[src/can_irq_pkg.sv]
package can_irq_pkg;

  // Register byte addresses on the register port
  localparam logic [7:0] ADDR_IRQ_ENABLE  = 8'h2b;
  localparam logic [7:0] ADDR_IRQ_FLAG    = 8'h2c;
  localparam logic [7:0] ADDR_ERROR_FLAGS = 8'h2d;
  localparam logic [7:0] ADDR_CTRL_STATUS = 8'h0e;

  // Reset values
  localparam logic [7:0] IRQ_ENABLE_RESET  = 8'h00;
  localparam logic [7:0] IRQ_FLAG_RESET    = 8'h00;
  localparam logic [7:0] ERROR_FLAGS_RESET = 8'h00;
  localparam logic [7:0] READ_DATA_RESET   = 8'h00;

  // Bit positions shared by irq_enable_reg and irq_flag_reg
  localparam int BIT_RX0  = 0;
  localparam int BIT_RX1  = 1;
  localparam int BIT_TX0  = 2;
  localparam int BIT_TX1  = 3;
  localparam int BIT_TX2  = 4;
  localparam int BIT_ERR  = 5;
  localparam int BIT_WAKE = 6;
  localparam int BIT_MERR = 7;
  localparam int NUM_SOURCES = 8;

  // Bit positions of error_flags
  localparam int EF_SUMMARY_WARN = 0;
  localparam int EF_RX_WARN      = 1;
  localparam int EF_TX_WARN      = 2;
  localparam int EF_RX_PASSIVE   = 3;
  localparam int EF_TX_PASSIVE   = 4;
  localparam int EF_BUS_OFF      = 5;
  localparam int EF_RX0_OVF      = 6;
  localparam int EF_RX1_OVF      = 7;

  // Position of irq_priority_code inside controller_status_reg
  localparam int CODE_LSB = 1;

  // Error counter limits and bus-off recovery sequence count
  localparam logic [8:0] WARN_LIMIT    = 9'h060;
  localparam logic [8:0] PASSIVE_LIMIT = 9'h080;
  localparam logic [8:0] BUS_OFF_LIMIT = 9'h100;
  localparam logic [7:0] RECOVERY_SEQS = 8'h80;

  typedef enum logic [2:0] {
    CODE_NONE = 3'b000,
    CODE_ERR  = 3'b001,
    CODE_WAKE = 3'b010,
    CODE_TX0  = 3'b011,
    CODE_TX1  = 3'b100,
    CODE_TX2  = 3'b101,
    CODE_RX0  = 3'b110,
    CODE_RX1  = 3'b111
  } irq_code_t;

  // Code of each flag bit; message error has no code of its own
  localparam irq_code_t CODE_OF_BIT [NUM_SOURCES] = '{
    CODE_RX0, CODE_RX1, CODE_TX0, CODE_TX1, CODE_TX2, CODE_ERR, CODE_WAKE, CODE_NONE
  };

endpackage

[src/can_interrupt_and_error_flags.sv]
`timescale 1ns/1ps
`default_nettype none

module can_interrupt_and_error_flags (
  input  wire logic       clk,
  input  wire logic       reset,
  input  wire logic [7:0] regAddr,
  input  wire logic [7:0] regWrData,
  input  wire logic [7:0] regWrMask,
  input  wire logic       regWrEn,
  input  wire logic       regRdEn,
  output logic      [7:0] regRdData,
  input  wire logic [2:0] txEmptyEvt,
  input  wire logic [1:0] rxFullEvt,
  input  wire logic [1:0] rxOvfEvt,
  input  wire logic       msgErrEvt,
  input  wire logic       busActivity,
  input  wire logic       sleeping,
  input  wire logic [7:0] srcHold,
  input  wire logic [8:0] txErrCount,
  input  wire logic [7:0] rxErrCount,
  input  wire logic       recessive11,
  output logic            intN,
  output logic      [2:0] irqCode,
  output logic            wakeExit,
  output logic      [7:0] errorFlags
);

  logic [7:0] enableQ;
  logic [7:0] enableD;
  logic [7:0] flagQ;
  logic [7:0] flagD;
  logic [7:0] hwSet;
  logic [7:0] hold;
  logic [7:0] written;
  logic [7:0] pendD;
  logic       intNQ;
  logic       intND;
  logic [2:0] codeQ;
  logic [2:0] codeD;
  logic       wakeQ;
  logic       wakeD;
  logic [7:0] rdQ;
  logic [7:0] rdD;
  logic       wrEnable;
  logic       wrFlag;
  logic       wrError;
  logic [7:0] errFlags;
  logic       errEvt;

  assign wrEnable = regWrEn && (regAddr == can_irq_pkg::ADDR_IRQ_ENABLE);
  assign wrFlag   = regWrEn && (regAddr == can_irq_pkg::ADDR_IRQ_FLAG);
  assign wrError  = regWrEn && (regAddr == can_irq_pkg::ADDR_ERROR_FLAGS);

  error_flag_unit errorUnit (
    .clk         (clk),
    .reset       (reset),
    .txErrCount  (txErrCount),
    .rxErrCount  (rxErrCount),
    .recessive11 (recessive11),
    .rxOvfEvt    (rxOvfEvt),
    .wrEn        (wrError),
    .wrData      (regWrData),
    .wrMask      (regWrMask),
    .flags       (errFlags),
    .errEvt      (errEvt)
  );

  // Hardware set strobes, one per source
  always_comb begin
    hwSet = 8'h00;
    hwSet[can_irq_pkg::BIT_RX0]  = rxFullEvt[0];
    hwSet[can_irq_pkg::BIT_RX1]  = rxFullEvt[1];
    hwSet[can_irq_pkg::BIT_TX0]  = txEmptyEvt[0];
    hwSet[can_irq_pkg::BIT_TX1]  = txEmptyEvt[1];
    hwSet[can_irq_pkg::BIT_TX2]  = txEmptyEvt[2];
    hwSet[can_irq_pkg::BIT_ERR]  = errEvt;
    hwSet[can_irq_pkg::BIT_WAKE] = busActivity && sleeping &&
                                   enableQ[can_irq_pkg::BIT_WAKE];
    hwSet[can_irq_pkg::BIT_MERR] = msgErrEvt;
    hold = srcHold;
    // Error source stays asserted while an overflow is still flagged
    hold[can_irq_pkg::BIT_ERR] = srcHold[can_irq_pkg::BIT_ERR] |
      errFlags[can_irq_pkg::EF_RX0_OVF] | errFlags[can_irq_pkg::EF_RX1_OVF];
  end

  // Masked write merges only the selected bits, so a plain write is mask 8'hff
  assign written = (flagQ & ~regWrMask) | (regWrData & regWrMask);
  assign enableD = wrEnable ?
    ((enableQ & ~regWrMask) | (regWrData & regWrMask)) : enableQ;

  genvar i;
  generate
    for (i = 0; i < can_irq_pkg::NUM_SOURCES; i++) begin : g_flag
      // Host may set or clear; a held source only refuses the clear
      assign flagD[i] = hwSet[i] |
        (wrFlag ? (hold[i] ? (flagQ[i] | written[i]) : written[i]) : flagQ[i]);
    end
  endgenerate

  assign pendD = flagD & enableD;

  // Output and code follow the next state so they move with the flag edge
  always_comb begin
    intND = ~(|pendD);
    codeD = can_irq_pkg::CODE_NONE;
    for (int k = 0; k < can_irq_pkg::NUM_SOURCES; k++) begin
      if (pendD[k] && (can_irq_pkg::CODE_OF_BIT[k] != can_irq_pkg::CODE_NONE) &&
          ((codeD == can_irq_pkg::CODE_NONE) || (can_irq_pkg::CODE_OF_BIT[k] < codeD))) begin
        codeD = can_irq_pkg::CODE_OF_BIT[k];
      end
    end
    wakeD = hwSet[can_irq_pkg::BIT_WAKE];
  end

  // Read data is registered; unmapped addresses read zero
  always_comb begin
    rdD = rdQ;
    if (regRdEn) begin
      case (regAddr)
        can_irq_pkg::ADDR_IRQ_ENABLE:  rdD = enableQ;
        can_irq_pkg::ADDR_IRQ_FLAG:    rdD = flagQ;
        can_irq_pkg::ADDR_ERROR_FLAGS: rdD = errFlags;
        can_irq_pkg::ADDR_CTRL_STATUS: begin
          rdD = 8'h00;
          rdD[can_irq_pkg::CODE_LSB +: 3] = codeQ;
        end
        default:                       rdD = 8'h00;
      endcase
    end
  end

  always_ff @(posedge clk) begin
    if (reset) begin
      enableQ <= can_irq_pkg::IRQ_ENABLE_RESET;
      flagQ   <= can_irq_pkg::IRQ_FLAG_RESET;
      intNQ   <= 1'b1;
      codeQ   <= can_irq_pkg::CODE_NONE;
      wakeQ   <= 1'b0;
      rdQ     <= can_irq_pkg::READ_DATA_RESET;
    end else begin
      enableQ <= enableD;
      flagQ   <= flagD;
      intNQ   <= intND;
      codeQ   <= codeD;
      wakeQ   <= wakeD;
      rdQ     <= rdD;
    end
  end

  assign regRdData  = rdQ;
  assign intN       = intNQ;
  assign irqCode    = codeQ;
  assign wakeExit   = wakeQ;
  assign errorFlags = errFlags;
endmodule

`default_nettype wire

[src/error_flag_unit.sv]
`timescale 1ns/1ps
`default_nettype none

module error_flag_unit (
  input  wire logic       clk,
  input  wire logic       reset,
  input  wire logic [8:0] txErrCount,
  input  wire logic [7:0] rxErrCount,
  input  wire logic       recessive11,
  input  wire logic [1:0] rxOvfEvt,
  input  wire logic       wrEn,
  input  wire logic [7:0] wrData,
  input  wire logic [7:0] wrMask,
  output logic      [7:0] flags,
  output logic            errEvt
);

  logic [7:0] flagsQ;
  logic [7:0] flagsD;
  logic [7:0] recCntQ;
  logic [7:0] recCntD;
  logic       errEvtQ;
  logic       errEvtD;
  logic [8:0] rxWide;
  logic [7:0] written;

  assign rxWide  = {1'b0, rxErrCount};
  assign written = (flagsQ & ~wrMask) | (wrData & wrMask);

  always_comb begin
    flagsD = flagsQ;
    recCntD = recCntQ;
    flagsD[can_irq_pkg::EF_RX_WARN]    = rxWide >= can_irq_pkg::WARN_LIMIT;
    flagsD[can_irq_pkg::EF_TX_WARN]    = txErrCount >= can_irq_pkg::WARN_LIMIT;
    flagsD[can_irq_pkg::EF_SUMMARY_WARN] = flagsD[can_irq_pkg::EF_RX_WARN] |
                                           flagsD[can_irq_pkg::EF_TX_WARN];
    flagsD[can_irq_pkg::EF_RX_PASSIVE] = rxWide >= can_irq_pkg::PASSIVE_LIMIT;
    flagsD[can_irq_pkg::EF_TX_PASSIVE] = txErrCount >= can_irq_pkg::PASSIVE_LIMIT;
    // Bus-off is sticky until the full recovery sequence has been seen
    if (flagsQ[can_irq_pkg::EF_BUS_OFF]) begin
      if (recessive11) begin
        if (recCntQ == can_irq_pkg::RECOVERY_SEQS - 8'h01) begin
          flagsD[can_irq_pkg::EF_BUS_OFF] = 1'b0;
          recCntD = 8'h00;
        end else begin
          recCntD = recCntQ + 8'h01;
        end
      end
    end else begin
      recCntD = 8'h00;
      flagsD[can_irq_pkg::EF_BUS_OFF] = txErrCount >= can_irq_pkg::BUS_OFF_LIMIT;
    end
    // Overflow bits are host writable; a new overflow beats a clear
    flagsD[can_irq_pkg::EF_RX0_OVF] = rxOvfEvt[0] |
      (wrEn ? written[can_irq_pkg::EF_RX0_OVF] : flagsQ[can_irq_pkg::EF_RX0_OVF]);
    flagsD[can_irq_pkg::EF_RX1_OVF] = rxOvfEvt[1] |
      (wrEn ? written[can_irq_pkg::EF_RX1_OVF] : flagsQ[can_irq_pkg::EF_RX1_OVF]);
    errEvtD = (|rxOvfEvt) | (flagsD[5:1] != flagsQ[5:1]);
  end

  always_ff @(posedge clk) begin
    if (reset) begin
      flagsQ  <= can_irq_pkg::ERROR_FLAGS_RESET;
      recCntQ <= 8'h00;
      errEvtQ <= 1'b0;
    end else begin
      flagsQ  <= flagsD;
      recCntQ <= recCntD;
      errEvtQ <= errEvtD;
    end
  end

  assign flags  = flagsQ;
  assign errEvt = errEvtQ;
endmodule

`default_nettype wire

[config.mk]
export PLATFORM = sky130hd
export DESIGN_NAME = can_interrupt_and_error_flags
export DESIGN_NICKNAME = d
export VERILOG_FILES = /design/src/can_irq_pkg.sv /design/src/can_interrupt_and_error_flags.sv /design/src/error_flag_unit.sv
export SDC_FILE = /design/constraint.sdc
export NUM_CORES = 1
export LEC_CHECK = 0
export ABC_AREA = 1
export ABC_CLOCK_PERIOD_IN_PS = 1500
export BUFFER_PORTS_ARGS = -buffer_cell sky130_fd_sc_hd__buf_2
export CAP_MARGIN = 20
export CORE_MARGIN = 8
export CORE_UTILIZATION = 36
export DETAILED_ROUTE_END_ITERATION = 8
export PLACE_DENSITY = 0.6
export SLEW_MARGIN = 25
export SYNTH_ARGS = -nofsm -noshare
export SYNTH_HDL_FRONTEND = slang
export SYNTH_SLANG_ARGS = --single-unit
[constraint.sdc]
create_clock -name clk -period 1.5 [get_ports clk]
set_input_delay 0.15 -clock clk [delete_from_list [all_inputs] [get_ports clk]]
set_output_delay 0.15 -clock clk [all_outputs]
set_load 0.1 [all_outputs]
==> results.cfg, run 1 <==
[outcome]
status = finished clean

[clock_tree]
clk_latency_ps = 300
cts_buffers = 5
cts.sinks = 46
cts_root_buffer = clkbuf_8
cts_buffer_depth = 2
path_clk_slew_ps = 90
cts_tree = done
cts-htree-levels = 2
ctsHoldBuffers = 0

[power_and_ir_drop]
powerDensity_nw_per_um2 = 781
vdd_drop_max_uv = 419
power_leakage_nw = 1.64

[layout]
drive_gt1_share_pct = 28.9
n_fill_cell = 724
stdcell_area_um2 = 3160
final_nets = 520
insertedDiodeCount = 0
areaGrowthSynthToFinish_pct = 25.6

[timing]
min_period_ps = 1360
clock_skew_ps = 7.32
hold_violations = 0
fin_crit_sh_pct = 90.6
slew_headroom_pct = 66.1
setup_viol = 0
slew_violations = 0
fin_ws_ps = 141
hold_slack_ps = 75.0
fmax_ghz = 0.736
rsz0062_at_grt = false
final.setup.tns_ps = 0
worstMarginPinSlew_ps = 512

[synth]
synth_top_area_cell = dfxtp_1
ys.flop_type = dfxtp_1
ys_top_cells_by_area = dfxtp_1 37%, nand2_1 13%, inv_1 11%
yosys_warnings = 0
postSynth.asyncResetShare_pct = 0
ys_types = 36
ys_seq_area_share_pct = 36.6
syn_area_per_cell_um2 = 6.83
synth_seq_cells = 46
synthCells = 369
netlist_area_um2 = 2520
syn_nets = 434
synth-edff-count = 0
synth_top_area_share_pct = 36.6

[floorplan]
io_pins = 85
die_w_um = 99.6
start_util_pct = 37.1
rows = 30
die_y_um = 99.6
dieArea_um2 = 9930
core_um2 = 6790

[grt]
grt_overflow = 0
grt_pass1_vias = 2573
antenna_found_initial = 0
grt_use_total_pct = 14.7
grt_pass1_wl_um = 12000
grt_max_degree = 25

[routing]
drc_errors = 0
first_iter_violations = 155
wl_per_cell_um = 12.8
routed_via_density = 4.63
first_pass_iters = 4
postRouteWirelength_um = 7080
ant_nets = 0
num_vias = 2557

[critical_path]
start_kind = flop
r2r_slack_ps = 140
worstPathCellList = ha_1, inv_1, nor3_1, nand3_1, nor2_2, or2_4, nor3_1
critPathMaxFanout = 5
crit_path_end = errorUnit.recCntQ[7]
slowest_stage = dfxtp_1
cp.required_ps = 1690
cp.arrival_ps = 1550
critical_path_class = reg -> reg
cpMostUsedCell = nor3_1
r2r_cells = 7
end_kind = flop
r2r-start = errorUnit.recCntQ[0]
cpPeakStageDelay_ps = 370
r2r-end = errorUnit.recCntQ[7]
startpoint = errorUnit.recCntQ[0]

[place]
gp_congestion = 0.824
dp_hpwl_um = 5730
post_dp_cell_area_um2 = 3070
io_buffers = 74
post-place-ws_ps = -37.1

[min_path]
holdCritPathClass = in -> reg

[run]
max_cap_violations = 0
==> synth_stat cells (3+ instances only) <==
library cell	count
nand3_2	4
nor3_1	8
xor2_1	3
o221ai_1	4
nor2_1	28
inv_1	71
dfxtp_1	46
nor4_1	4
o22ai_1	5
clkbuf_1	4
a21oi_1	28
nand3_1	11
inv_2	5
nand2_1	84
nand4_1	5
o21ai_0	18
nand2_2	12
==> cell families (layout without fill, tap and decap cells) <==
| group | count (synthesis) | count (layout) | synth area share, % |
|---|---|---|---|
| AND/OR/NAND/NOR | 167 | 167 | 33.0 |
| buffers and inverters | 82 | 169 | 12.4 |
| AO/OA/AOI/OAI | 66 | 66 | 15.0 |
| flip-flops | 46 | 46 | 36.6 |
| XOR/XNOR | 5 | 5 | 1.74 |
| multiplexers | 2 | 2 | 0.795 |
| adder cells (fa/ha/maj) | 1 | 1 | 0.497 |
==> worst max-delay path, delay by kind of cell (launching register included) <==
family | cells | cell delay, ps
and+or+nand+nor | 5 | 630
DFF | 1 | 370
adders and majority gates | 1 | 190
buffers and inverters | 1 | 70
==> worst min path at each step <==
stage                        startpoint                 end  slack (ps)  cells past startpoint
after floorplan           rxErrCount[7]  errorUnit.flags[3]         250                      2
after global placement    rxErrCount[7]  errorUnit.flags[3]         390                      3
after detailed placement  rxErrCount[7]  errorUnit.flags[3]         390                      3
after CTS                 rxErrCount[7]  errorUnit.flags[3]          70                      3
after global routing      rxErrCount[7]  errorUnit.flags[3]          90                      3
final                     rxErrCount[7]  errorUnit.flags[3]          80                      3
==> state kept, by name (all words and copies together) (netlist names) <==
name / count
flagQ: 8
regRdData: 8
enableQ: 8
wakeExit: 1
errorUnit.recCntQ: 8
errorUnit.errEvt: 1
irqCode: 3
intN: 1
errorUnit.flags: 8
==> report_power, final <==
part	internal [mW]	leakage, nW	total (mW)	switching, mW
registers	1.26	0.377	1.28	0.0258
clock network	0.329	0.0452	0.753	0.423
logic	0.136	1.22	0.437	0.301
total	1.72	1.64	2.47	0.750
==> layer usage <==
metal / global-route usage, % / part of all wire, %
met1: 19.4 / 50
met2: 23.7 / 44
met3: 3.56 / 5.8
met4: 3.03 / 0.59
met5: 0 / 0
==> timing repair <==
action / in CTS / in global routing
endpoints found under the setup margin: 0 / 5
gates resized for setup: 0 / 2
setup buffers: 0 / 1
==> stage by stage <==
stage	std cells	utilization, %	power [mW]
6_report	552	46.6	2.47
5_1_grt	552	46.6	2.58
4_1_cts	551	46.4	2.49
3_5_place_dp	543	45.1	1.75
3_3_place_gp	543	45.1	1.74
2_1_floorplan	369	-	1.59
==> layout make-up <==
class	instances	area, um2	area share [%]
multi-input cells	241	1290	40.8
flip-flops and latches	46	928	29.3
repair buffers	84	445	14.1
inverters	77	294	9.29
well taps	96	120	3.80
clock buffers	6	72.6	2.29
clock inverters	2	13.8	0.435
==> layout by cell type (no fill, tap or decap), types with 6 or more instances in the layout <==
| cell | count |
|---|---|
| a21oi_1 | 28 |
| buf_2 | 74 |
| buf_4 | 10 |
| dfxtp_1 | 40 |
| dfxtp_2 | 6 |
| inv_1 | 71 |
| nand2_1 | 84 |
| nand2_2 | 12 |
| nand3_1 | 11 |
| nor2_1 | 27 |
| nor3_1 | 8 |
| o21ai_0 | 18 |
Note: power is estimated with default switching activity, not from simulation.
==> run 2: changes to the inputs <==
--- a/config.mk
+++ b/config.mk
@@ -6,7 +6,7 @@
 export NUM_CORES = 1
 export LEC_CHECK = 0
 export ABC_AREA = 1
-export ABC_CLOCK_PERIOD_IN_PS = 1500
+export ABC_CLOCK_PERIOD_IN_PS = 1600
 export BUFFER_PORTS_ARGS = -buffer_cell sky130_fd_sc_hd__buf_2
 export CAP_MARGIN = 20
 export CORE_MARGIN = 8
==> constraint.sdc (replaced) <==
create_clock -name clk -period 1.6 [get_ports clk]
set_input_delay 0.16 -clock clk [delete_from_list [all_inputs] [get_ports clk]]
set_output_delay 0.16 -clock clk [all_outputs]
set_load 0.1 [all_outputs]
==> run 2 against run 1 <==
  * Hold slack gained 7.4 ps
  * Clock-buffer cell count unchanged
  * Routed wire length is 0.32% lower
  * First-iteration DRC count is 14% lower
  * Critical path depth unchanged
  * Flip-flop and latch count unchanged
  * Via count shrank 0.90%
  * Non-clock buffer count is 6 lower
  * Die area is the same
  * Critical endpoint unchanged
  * Largest cell class unchanged
  * Highest routed layer unchanged
==> results.cfg, run 2 (synthesis gave the netlist of run 1 again) <==
[layout]
final_util_pct = 45.9
seqCellArea_um2 = 927
mostFrequentLayoutCells = 84 x nand2_1, 74 x buf_2, 71 x inv_1
drive_gt1_share_pct = 27.8
multi_input_area_um2 = 1290
final_common_cell = nand2_1
final_nets = 514
insertedDiodeCount = 0
areaGrowthSynthToFinish_pct = 23.8
n_fill_cell = 718

[floorplan]
io_pins = 85
core_um2 = 6790
rows = 30
dieArea_um2 = 9930
die_w_um = 99.6
start_util_pct = 37.1
die_y_um = 99.6

[power_and_ir_drop]
swShare_pct = 30.5
power.switching_uw = 707
power_leakage_nw = 1.61
total_power_mw = 2.32
powerDensity_nw_per_um2 = 743
power_frac_seq_pct = 51.9
combinationalPowerShare_pct = 17.4
internal_power_mw = 1.61
clock_power_share_pct = 30.7
vdd_drop_max_uv = 479

[grt]
grt_max_degree = 25
grt_overflow = 0
grt_pass1_vias = 2560
antenna_found_initial = 0
grt_pass1_wl_um = 11800
grt_use_total_pct = 14.6

[timing]
rsz0062_at_grt = false
slew_violations = 0
worstMarginPinSlew_ps = 513
fin_crit_sh_pct = 87.7
setup_viol = 0
clock_skew_ps = 8.07
final.setup.tns_ps = 0
hold_violations = 0
slew_headroom_pct = 66.0
fin_ws_ps = 197
fmax_ghz = 0.713
min_period_ps = 1400

[outcome]
status = finished clean

[critical_path]
worstPathCellList = ha_1, inv_1, nor3_1, nand3_1, nor2_1, or2_2, nor3_1
critical_path_class = reg -> reg
end_kind = flop
cp.required_ps = 1820
cpPeakStageDelay_ps = 340
critPathMaxFanout = 5
cpMostUsedCell = nor3_1
cp.arrival_ps = 1620
start_kind = flop
slowest_stage = dfxtp_1

[clock_tree]
post_cts_buffers = 0
ctsHoldBuffers = 0
cts_tree = done
cts_buffer_depth = 2
clk_latency_ps = 300
cts_buffers = 5
path_clk_slew_ps = 90
cts_root_buffer = clkbuf_8
cts.sinks = 46
cts-htree-levels = 2

[routing]
m1WireLength_um = 3380
drc_errors = 0
first_iter_violations = 133
ant_nets = 0
postRouteWirelength_um = 7060
routed_via_density = 4.64
num_vias = 2534
wl_per_cell_um = 12.9
wl_met2_um = 3080
dr_wl_met3_um = 506
first_pass_iters = 4
top_layer = met4

[place]
post-place-ws_ps = 53.6
gp_congestion = 0.809
dp_hpwl_um = 5650
io_buffers = 74

[min_path]
holdCritPathClass = in -> reg

[run]
max_cap_violations = 0
run 2: changes by cell type in the layout (fill, tap and decap cells not counted):
cell	delta
or2_2	+1
or2_4	-1
nor2_2	-1
buf_4	-6
nor4_1	-1
nor4_2	+1
dfxtp_2	-1
nor2_1	+1
dfxtp_1	+1
run 2: critical path, delay by kind of cell, from the launching register on:
kind	cells	cell delay (ps)
adder cells (fa/ha/maj)	1	220
buffers and inverters	1	100
flip-flops	1	340
AND/OR/NAND/NOR	5	670
run 2: final timing paths:
kind / startpoint / endpoint / slack [ps] / cells past startpoint
worst max register to register: errorUnit.recCntQ[0] / errorUnit.recCntQ[7] / 200 / 7
worst min register to register: regRdData[0] / regRdData[0] / 470 / 2
worst min-delay path: rxErrCount[7] / errorUnit.flags[3] / 80 / 3
worst max-delay path: errorUnit.recCntQ[0] / errorUnit.recCntQ[7] / 200 / 7
run 2: cell type report:
type	count	area share (%)
Timing Repair Buffer	78	12.8
Tap cell	96	3.85
Multi-Input combinational cell	241	41.4
Inverter	77	9.43
Sequential cell	46	29.7
Clock buffer	6	2.33
Clock inverter	2	0.441
run 2: through the flow:
| step | std cells | hold WS [ps] | area (um2) |
|---|---|---|---|
| floorplan | 369 | 260 | 2520 |
| global placement | 538 | 399 | 3030 |
| detailed placement | 538 | 402 | 3030 |
| CTS | 546 | 79.1 | 3110 |
| global route | 546 | 89.8 | 3120 |
| finish | 546 | 82.4 | 3120 |
run 2: what timing repair did:
| item | CTS | global route |
|---|---|---|
| endpoints found under the hold margin | 0 | 0 |
| resized for setup | 0 | 1 |
| setup endpoints to repair | 0 | 1 |
run 2: per-layer routing:
metal | up-vias | global-route usage [%]
met5 | - | 0
met3 | 8 | 3.91
li1 | 1331 | -
met1 | 1122 | 18.3
met2 | 73 | 23.9
met4 | 0 | 4.31
run 2: power groups by stage:
stage          logic, mW  clock network [mW]  registers, mW
2_1_floorplan      0.158                   0           1.33
3_3_place_gp       0.400                   0           1.23
3_5_place_dp       0.405                   0           1.23
4_1_cts            0.406               0.728           1.20
5_1_grt            0.442               0.767           1.21
6_report           0.403               0.711           1.20
